### config.mk
export PLATFORM = sky130hd
export DESIGN_NAME = icl_cascade
export DESIGN_NICKNAME = d
export VERILOG_FILES = /design/src/rtl/icl_pkg.sv /design/src/rtl/icl_prio_enc.sv /design/src/rtl/icl_cascade.sv
export SDC_FILE = /design/constraint.sdc
export NUM_CORES = 1
export LEC_CHECK = 0
export BUFFER_PORTS_ARGS = -buffer_cell sky130_fd_sc_hd__buf_2
export CAP_MARGIN = 5
export CORE_AREA = 2 2 47 49
export CTS_CLUSTER_DIAMETER = 200
export DETAILED_ROUTE_END_ITERATION = 8
export DIE_AREA = 0 0 49 51
export GPL_TIMING_DRIVEN = 0
export PLACE_DENSITY = 0.66
export SLEW_MARGIN = 20
export SYNTH_ARGS = -nofsm -noshare
export SYNTH_HDL_FRONTEND = slang
export SYNTH_SLANG_ARGS = --single-unit
### constraint.sdc
create_clock -name sys_clk -period 0.9 [get_ports sys_clk]
set_clock_uncertainty 0.05 [all_clocks]
set_input_delay 0.045 -clock sys_clk [delete_from_list [all_inputs] [get_ports sys_clk]]
set_output_delay 0.045 -clock sys_clk [all_outputs]
set_load 0.02 [all_outputs]
### src/rtl/icl_pkg.sv
// constants and types for the interrupt cascade logic
// assumes a single 125 MHz clock domain
package icl_pkg;
  localparam int          ICL_GROUPS      = 8;
  localparam int          ICL_GRP_W       = 3;
  localparam logic [1:0]  ICL_MODE_SLAVE  = 2'h0;
  localparam logic [1:0]  ICL_MODE_DAISY  = 2'h1;
  localparam logic [1:0]  ICL_ADDR_RESET  = 2'h0;
  localparam logic [4:0]  ICL_VEC_BASE_RST = 5'h00;
  localparam logic        ICL_ACK_ONE     = 1'h0;
  localparam logic        ICL_ACK_TWO     = 1'h1;

  typedef enum logic [2:0]
  {
    ICL_IDLE  = 3'h1,
    ICL_FIRST = 3'h2,
    ICL_HOLD  = 3'h4
  } icl_state_t;
endpackage

### src/rtl/icl_prio_enc.sv
// fixed priority encoder over the interrupt groups, group 0 highest
// assumes pending bits are synchronous to the clock
`timescale 1ns/100ps
`default_nettype none
module icl_prio_enc
  import icl_pkg::*;
(
  input  wire logic [ICL_GROUPS-1:0] pending,
  output logic                       anyPending,
  output logic [ICL_GRP_W-1:0]       topGroup
);
  logic [ICL_GRP_W-1:0] sel [ICL_GROUPS:0];

  assign sel[ICL_GROUPS] = '0;
  genvar g;
  generate
    for (g = 0; g < ICL_GROUPS; g++)
    begin : g_prio
      assign sel[g] = pending[g] ? ICL_GRP_W'(g) : sel[g+1];
    end
  endgenerate

  assign topGroup   = sel[0];
  assign anyPending = |pending;
endmodule
`default_nettype wire

### src/rtl/icl_cascade.sv
// interrupt request and acknowledge cascading for slave and daisy-chain modes
// assumes all pins synchronous to sys_clk; mode and slave address held
// stable by software while interrupts are enabled
//
// Overview of operation
// - slave mode: both chain enable pins are inputs, none driven
// - slave mode: acknowledge taken only with request raised and address match
// - daisy mode: drive downstream enable, sample upstream enable
// - daisy mode: low upstream enable clears downstream output at once
// - daisy mode: low upstream enable blocks and withdraws interrupt request
// - outside acknowledge, high upstream enable permits raising request
// - raising request in daisy mode drives downstream output low at once
// - daisy mode: acknowledge taken only with request raised and upstream high
// - no new interrupt from acknowledge until end of second acknowledge
// - daisy mode: downstream output returns high when request cleared and upstream high
// - accepted acknowledge outputs vector of highest priority active group
// - single-cycle mode clears request at next valid acknowledge end
`timescale 1ns/100ps
`default_nettype none
module icl_cascade
  import icl_pkg::*;
(
  input  wire logic                  sys_clk,
  input  wire logic                  rstn,
  input  wire logic [ICL_GROUPS-1:0] groupPending,
  input  wire logic [1:0]            cascadeMode,
  input  wire logic [1:0]            slaveAddr,
  input  wire logic                  ackMode,
  input  wire logic [4:0]            vectorBase,
  input  wire logic                  irqAckLine_n,
  input  wire logic                  chainEnableOutIn,
  input  wire logic                  chainEnableIn,
  output logic                       chainEnableOut,
  output logic                       chainEnableOutOe,
  output logic                       irqReq,
  output logic [7:0]                 vectorData,
  output logic                       vectorOe
);
  ////////////////////////////////////////////////////////////////////
  // reset synchroniser
  logic rstMeta_q;
  logic rstSync_q;
  always_ff @(posedge sys_clk or negedge rstn)
  begin
    if (!rstn)
    begin
      rstMeta_q <= 1'b0;
      rstSync_q <= 1'b0;
    end
    else
    begin
      rstMeta_q <= 1'b1;
      rstSync_q <= rstMeta_q;
    end
  end
  wire rstSyncN = rstSync_q;

  ////////////////////////////////////////////////////////////////////
  // decode
  logic                 anyPending;
  logic [ICL_GRP_W-1:0] topGroup;
  icl_prio_enc u_prio
  (
    .pending    (groupPending),
    .anyPending (anyPending),
    .topGroup   (topGroup)
  );

  wire daisyMode  = (cascadeMode == ICL_MODE_DAISY);
  wire slaveMode  = !daisyMode;
  // in slave mode both chain pins carry the address
  wire [1:0] pinAddr = {chainEnableIn, chainEnableOutIn};
  wire upstreamOk = slaveMode || chainEnableIn;

  icl_state_t state_q;
  icl_state_t state_d;
  logic       irq_q;
  logic       irq_d;
  logic       ackDly_q;

  wire ackActive = !irqAckLine_n;
  // rising edge of the acknowledge strobe ends a cycle
  wire ackEnd    = ackDly_q && irqAckLine_n;
  wire addrMatch = (pinAddr == slaveAddr);
  wire ackTaken  = ackActive && irq_q && (daisyMode ? chainEnableIn : addrMatch);
  wire inService = (state_q != ICL_IDLE);
  logic acceptSeen_q;

  always_ff @(posedge sys_clk or negedge rstSyncN)
  begin
    if (!rstSyncN)
      ackDly_q <= 1'b0;
    else
      ackDly_q <= ackActive;
  end

  always_ff @(posedge sys_clk or negedge rstSyncN)
  begin
    if (!rstSyncN)
      acceptSeen_q <= 1'b0;
    else if (ackTaken)
      acceptSeen_q <= 1'b1;
    else if (ackEnd)
      acceptSeen_q <= 1'b0;
  end
  wire validEnd = ackEnd && acceptSeen_q;

  ////////////////////////////////////////////////////////////////////
  // acknowledge sequencer
  always_comb
  begin
    state_d = state_q;
    case (state_q)
      ICL_IDLE:
        if (validEnd)
          state_d = (ackMode == ICL_ACK_TWO) ? ICL_FIRST : ICL_IDLE;
      ICL_FIRST:
        if (validEnd)
          state_d = ICL_IDLE;
      default:
        state_d = ICL_IDLE;
    endcase
  end

  // request clears at end of the last acknowledge of the pair
  wire lastEnd = validEnd && ((ackMode == ICL_ACK_ONE) || (state_q == ICL_FIRST));

  always_comb
  begin
    irq_d = irq_q;
    if (!upstreamOk)
      irq_d = 1'b0;
    else if (lastEnd)
      irq_d = 1'b0;
    else if (!irq_q && anyPending && !ackActive && !inService && !acceptSeen_q)
      irq_d = 1'b1;
  end

  always_ff @(posedge sys_clk or negedge rstSyncN)
  begin
    if (!rstSyncN)
    begin
      state_q <= ICL_IDLE;
      irq_q   <= 1'b0;
    end
    else
    begin
      state_q <= state_d;
      irq_q   <= irq_d;
    end
  end

  // pending sources left after the clear raise a fresh request next cycle
  assign irqReq = irq_q && upstreamOk;

  ////////////////////////////////////////////////////////////////////
  // chain output: combinational so blocking needs no clock edge
  assign chainEnableOutOe = daisyMode;
  assign chainEnableOut   = daisyMode && chainEnableIn && !irq_q;

  ////////////////////////////////////////////////////////////////////
  // vector output
  logic [7:0] vec_q;
  always_ff @(posedge sys_clk or negedge rstSyncN)
  begin
    if (!rstSyncN)
      vec_q <= {ICL_VEC_BASE_RST, 3'h0};
    else if (ackTaken && !acceptSeen_q)
      vec_q <= {vectorBase, topGroup};
  end
  assign vectorData = vec_q;
  assign vectorOe   = acceptSeen_q && ackActive;

  ////////////////////////////////////////////////////////////////////
  // checks
  a_slave_nodrive: assert property (@(posedge sys_clk) disable iff (!rstSyncN)
    slaveMode |-> !chainEnableOutOe) else $error("chain out driven in slave mode");
  a_slave_accept: assert property (@(posedge sys_clk) disable iff (!rstSyncN)
    (slaveMode && ackTaken) |-> (irq_q && pinAddr == slaveAddr))
    else $error("slave ack without match");
  a_daisy_drive: assert property (@(posedge sys_clk) disable iff (!rstSyncN)
    daisyMode |-> chainEnableOutOe) else $error("chain out not driven in daisy");
  a_upstream_block: assert property (@(posedge sys_clk) disable iff (!rstSyncN)
    (daisyMode && !chainEnableIn) |-> (!chainEnableOut && !irqReq))
    else $error("low upstream not blocking");
  a_upstream_withdraw: assert property (@(posedge sys_clk) disable iff (!rstSyncN)
    (daisyMode && !chainEnableIn) |=> !irq_q) else $error("request not withdrawn");
  a_raise_ok: assert property (@(posedge sys_clk) disable iff (!rstSyncN)
    (!irq_q && anyPending && upstreamOk && !ackActive && !inService && !acceptSeen_q)
    |=> irq_q) else $error("request not raised");
  a_req_blocks: assert property (@(posedge sys_clk) disable iff (!rstSyncN)
    irqReq |-> !chainEnableOut) else $error("chain open with request");
  a_daisy_accept: assert property (@(posedge sys_clk) disable iff (!rstSyncN)
    (daisyMode && ackTaken) |-> (chainEnableIn && irq_q)) else $error("daisy ack bad");
  a_no_new_irq: assert property (@(posedge sys_clk) disable iff (!rstSyncN)
    (!irq_q && inService) |=> !irq_q) else $error("irq during service");
  a_chain_return: assert property (@(posedge sys_clk) disable iff (!rstSyncN)
    (daisyMode && !irq_q && chainEnableIn) |-> chainEnableOut)
    else $error("chain not restored");
  a_vector_group: assert property (@(posedge sys_clk) disable iff (!rstSyncN)
    (ackTaken && !acceptSeen_q) |=> (vectorData[2:0] == $past(topGroup)))
    else $error("wrong vector group");
  a_single_clear: assert property (@(posedge sys_clk) disable iff (!rstSyncN)
    (validEnd && ackMode == ICL_ACK_ONE) |=> !irq_q) else $error("single clear missed");
  a_double_hold: assert property (@(posedge sys_clk) disable iff (!rstSyncN)
    (validEnd && ackMode == ICL_ACK_TWO && state_q == ICL_IDLE && upstreamOk) |=> irq_q)
    else $error("cleared after first ack");

  c_slave_ack: cover property (@(posedge sys_clk) disable iff (!rstSyncN)
    slaveMode && ackTaken);
  c_daisy_ack: cover property (@(posedge sys_clk) disable iff (!rstSyncN)
    daisyMode && ackTaken);
  c_two_cycle: cover property (@(posedge sys_clk) disable iff (!rstSyncN)
    state_q == ICL_FIRST && validEnd);
  c_abort: cover property (@(posedge sys_clk) disable iff (!rstSyncN)
    irq_q && daisyMode && !chainEnableIn);
  c_refused: cover property (@(posedge sys_clk) disable iff (!rstSyncN)
    ackActive && !irq_q && !acceptSeen_q);

  ////////////////////////////////////////////////////////////////////
  // acceptance and vector checks
  a_oe_rise_accept: assert property (@(posedge sys_clk) disable iff (!rstSyncN)
    $rose(vectorOe) |-> $past(ackTaken))
    else $error("vector enabled without acceptance");

  a_oe_strobe: assert property (@(posedge sys_clk) disable iff (!rstSyncN)
    irqAckLine_n |-> !vectorOe)
    else $error("vector driven outside strobe");

  a_vec_stable: assert property (@(posedge sys_clk) disable iff (!rstSyncN)
    (vectorOe && $past(vectorOe)) |-> $stable(vectorData))
    else $error("vector moved while driven");

  a_vector_base: assert property (@(posedge sys_clk) disable iff (!rstSyncN)
    (ackTaken && !acceptSeen_q) |=> (vectorData[7:3] == $past(vectorBase)))
    else $error("wrong vector base");

  // independent of the encoder: group 0 always wins
  a_vector_top: assert property (@(posedge sys_clk) disable iff (!rstSyncN)
    (ackTaken && !acceptSeen_q && groupPending[0]) |=> (vectorData[2:0] == 3'h0))
    else $error("top group not chosen");

  a_vector_low: assert property (@(posedge sys_clk) disable iff (!rstSyncN)
    (ackTaken && !acceptSeen_q && groupPending == 8'h80) |=> (vectorData[2:0] == 3'h7))
    else $error("lowest group not chosen");

  a_oe_follows: assert property (@(posedge sys_clk) disable iff (!rstSyncN)
    (ackTaken && !acceptSeen_q) |=> (vectorOe || irqAckLine_n))
    else $error("vector not driven after acceptance");

  a_ack_no_irq: assert property (@(posedge sys_clk) disable iff (!rstSyncN)
    (ackActive && !irq_q && !acceptSeen_q) |=> !acceptSeen_q)
    else $error("ack taken without request");

  a_slave_mismatch: assert property (@(posedge sys_clk) disable iff (!rstSyncN)
    (slaveMode && ackActive && !acceptSeen_q && pinAddr != slaveAddr) |=> !acceptSeen_q)
    else $error("ack taken on wrong address");

  a_daisy_refuse: assert property (@(posedge sys_clk) disable iff (!rstSyncN)
    (daisyMode && ackActive && !acceptSeen_q && !chainEnableIn) |=> !acceptSeen_q)
    else $error("ack taken with upstream low");

  ////////////////////////////////////////////////////////////////////
  // request and chain checks
  a_hold_in_ack: assert property (@(posedge sys_clk) disable iff (!rstSyncN)
    (!irq_q && ackActive) |=> !irq_q)
    else $error("request raised during strobe");

  a_hold_accepted: assert property (@(posedge sys_clk) disable iff (!rstSyncN)
    (!irq_q && acceptSeen_q) |=> !irq_q)
    else $error("request raised while accepted");

  a_second_clear: assert property (@(posedge sys_clk) disable iff (!rstSyncN)
    (validEnd && state_q == ICL_FIRST) |=> !irq_q)
    else $error("second ack did not clear");

  a_first_from_two: assert property (@(posedge sys_clk) disable iff (!rstSyncN)
    ($past(state_q) == ICL_IDLE && state_q == ICL_FIRST) |-> ($past(ackMode) == ICL_ACK_TWO))
    else $error("pairing in single mode");

  a_state_onehot: assert property (@(posedge sys_clk) disable iff (!rstSyncN)
    $onehot(state_q))
    else $error("sequencer state corrupt");

  a_end_clears_seen: assert property (@(posedge sys_clk) disable iff (!rstSyncN)
    ackEnd |=> !acceptSeen_q)
    else $error("acceptance outlived strobe");

  a_slave_out_low: assert property (@(posedge sys_clk) disable iff (!rstSyncN)
    slaveMode |-> !chainEnableOut)
    else $error("chain value active in slave mode");

  a_chain_low_now: assert property (@(posedge sys_clk) disable iff (!rstSyncN)
    (daisyMode && irq_q) |-> !chainEnableOut)
    else $error("chain open with request pending");

  a_req_live: assert property (@(posedge sys_clk) disable iff (!rstSyncN)
    irqReq |-> (irq_q && (slaveMode || chainEnableIn)))
    else $error("request shown while blocked");

  a_keep_raised: assert property (@(posedge sys_clk) disable iff (!rstSyncN)
    (daisyMode && chainEnableIn && irq_q && !ackActive && !acceptSeen_q) |=> irq_q)
    else $error("request dropped with upstream high");
endmodule
`default_nettype wire

==> results.sh <==
export IMPL_status="finished with violations"
export IMPL_violations="setup timing"
export IMPL_whs_ns=0.0257
export IMPL_ys_warnings_count=0
export IMPL_grt_usage_pct=13.8
export IMPL_grt_pass1_vias=669
export IMPL_synth_fa_ha_area_share_pct=0
export IMPL_drv_slew=0
export IMPL_synth_largest_area_cell="dfrtp_1"
export IMPL_async_flop_share_pct=100
export IMPL_worstReg2RegEnd="vectorData[1]"
export IMPL_htree_levels=1
export IMPL_yosysUniqueCellTypes=25
export IMPL_cts_sinks=15
export IMPL_drive_gt1_share_pct=52.3
export IMPL_synth_fp_nets=88
export IMPL_crit_arrival_ns=1.29
export IMPL_cts_tree="built"
export IMPL_total_power_mw=1.22
export IMPL_worstSetupStartpointType="flip-flop"
export IMPL_fin_util_pct=55.8
export IMPL_busiest_layer="met2"
export IMPL_synth_compound_area_share_pct=12.3
export IMPL_crit_path_end="vectorData[1]"
export IMPL_setup_viol=18
export IMPL_cts_buffer_depth=2
export IMPL_synth_edf_count=0
export IMPL_avgSynthCellArea_um2=11.3
export IMPL_cts_made_buffers=3
export IMPL_rsz0062_at_grt="yes"
export IMPL_critPathKind="flip-flop to flip-flop"
export IMPL_core_area_um2=2060
export IMPL_ys_ff_latch=15
export IMPL_period_share_pct=131
export IMPL_die_x_um=49
export IMPL_use_met2_pct=26.9
export IMPL_io_pins=35
export IMPL_dr_first_iter_drc_count=1
export IMPL_synth_top_area_share_pct=47.8
export IMPL_grtUsageMet1_pct=13.8
export IMPL_rr_worst_depth=3
export IMPL_postRouteAntennaNets=0
export IMPL_hpwlAfterDp_um=1200
export IMPL_synthFlopType="dfrtp_1"
export IMPL_clkLatencyLatePin_ns=0.27
export IMPL_path_clk_slew_ns=0.08
export IMPL_hold_class="input port to async pin"
export IMPL_via_count=646
export IMPL_grt_use_met3_pct=1.46
export IMPL_worstPathRequired_ns=1.01
export IMPL_ctsRootBufferMaster="clkbuf_4"
export IMPL_r2r_slack_ns=-0.28
export IMPL_cp_startpoint="acceptSeen_q"
export IMPL_power_density_nw_per_um2=1060
export IMPL_slew_headroom_pct=65.5
export IMPL_max_vdd_ir_drop_mv=0.904
export IMPL_r2r_start="acceptSeen_q"
export IMPL_dr_pass1_iters=2
export IMPL_syn2layout_area_growth_pct=57.0
export IMPL_num_antenna_cells=0
export IMPL_syn_inst=65
export IMPL_post_drt_wl_per_cell_um=11.6
export IMPL_num_rows=17
export IMPL_tightest_slew_ns=0.518
export IMPL_synth_area_um2=733
export IMPL_power_leakage_nw=0.566
export IMPL_max_cap_violations=0
export IMPL_fin_nets=135
export IMPL_hold_violations=0
export IMPL_grt_overflow=0
export IMPL_clock_fmax_mhz=846
export IMPL_fp_dieH_um=51
export IMPL_worstSetupEndpointType="flip-flop"
export IMPL_timing_final_ws_setup_ns=-0.282
export IMPL_fill_cells=194
export IMPL_min_period_ns=1.18
export IMPL_synth_seq_area_share_pct=51.4
export IMPL_wirelength_um=1610
export IMPL_vias_per_cell=4.65
export IMPL_gp_congestion=0.702
export IMPL_initial_core_util_pct=35.5
export IMPL_antenna_found_initial=0
export IMPL_synth_top_family_by_area="simple AND/OR/NAND/NOR gates"
export IMPL_io_buffers=34
export IMPL_synth_area_top_cells="dfrtp_1 (48%), mux2_2 (12%), a21oi_1 (4.1%)"
export IMPL_grt_start_max_net_pins=14
export IMPL_drc_errors=0
export IMPL_synth_simple_area_share_pct=17.7
export IMPL_muxShareOfSynthArea_pct=13.7
export IMPL_grt_pass1_wl_um=2620
export IMPL_crit_fanout=8
export IMPL_synth_xor_area_share_pct=2.39
export IMPL_die_area_um2=2500
worst min path at each step:
stage                     start         to  slack (ns)  cells past startpoint
after floorplan            rstn  rstMeta_q       -0.30                      0
after global placement     rstn  rstMeta_q       -0.22                      1
after detailed placement   rstn  rstMeta_q       -0.22                      1
after CTS                  rstn  rstMeta_q       0.006                      2
after global routing       rstn  rstMeta_q       0.006                      2
final                      rstn  rstMeta_q        0.03                      2
area by class of cell:
cell class / instances / area, um^2 / share of cell area [%]
timing repair buffer: 42 / 312 / 27.1
tap: 28 / 35.0 / 3.04
sequential: 15 / 379 / 32.9
multi-input combinational: 46 / 384 / 33.4
clock buffer: 4 / 26.3 / 2.28
inverter: 4 / 15.0 / 1.30
power by group:
group          switching, mW  total, mW  internal, mW
registers             0.0134      0.693         0.680
logic                 0.0757      0.161        0.0852
clock network          0.193      0.364         0.172
total                  0.282       1.22         0.937
synth_stat cells (all sizes together), types with 2 or more instances:
cell,n
nor4,3
o21ai,3
xor2,2
nor2,5
a21oi,6
inv,4
nand2,2
nand2b,3
dfrtp,14
mux2,8
nor2b,3
cell families (layout without fill, tap and decap cells):
logic type,count (synthesis),count (layout)
AND/OR/NAND/NOR,21,21
flip-flops,15,15
AO/OA/AOI/OAI,13,13
multiplexers,9,9
buffers and inverters,4,50
XOR/XNOR,2,2
other,1,1
placed cells by master (no fill, tap or decap), types with 3 or more instances in the layout:
cell           netlist  final
o21ai_0              3      3
inv_1                4      4
dlygate4sd3_1        0      6
nor2b_1              3      3
nor2_1               5      4
buf_2                0     23
a21oi_1              6      6
dfrtp_1             14     12
mux2_2               8      8
buf_4                0      3
clkbuf_4             0      3
buf_6                0      9
state kept, by name (all words and copies together), names as in the netlist:
| register | cells |
|---|---|
| acceptSeen_q | 1 |
| ackDly_q | 1 |
| irq_q | 1 |
| rstMeta_q | 1 |
| rstSyncN | 1 |
| state_q | 2 |
| vectorData | 8 |
routing by layer:
metal,wire length [um],vias up
met4,11,0
li1,-,322
met1,602,306
met5,0,-
met2,945,16
met3,49,2
critical path, cell delays in order (launching register included):
cell	delay, ns
dfrtp_2	0.46
nor2_4	0.12
o211ai_4	0.13
mux2_2	0.30
repair_timing:
item / 4_1_cts / 5_1_grt
endpoints found under the setup margin: 23 / 23
pin swaps: 2 / 1
gates resized for setup: 25 / 5
hold buffers: 7 / 0
setup buffers: 1 / 0
hold endpoints to repair: 9 / 0
through the flow:
step,cells,instance area (um^2),TNS (ns),setup WS [ns]
2_1_floorplan,65,741,-3.29,-0.376
3_3_place_gp,127,946,-4.51,-0.533
3_5_place_dp,127,946,-4.70,-0.548
4_1_cts,139,1130,-3.88,-0.302
5_1_grt,139,1150,-4.69,-0.337
6_report,139,1150,-3.50,-0.282
Note: power is estimated with default switching activity, not from simulation.
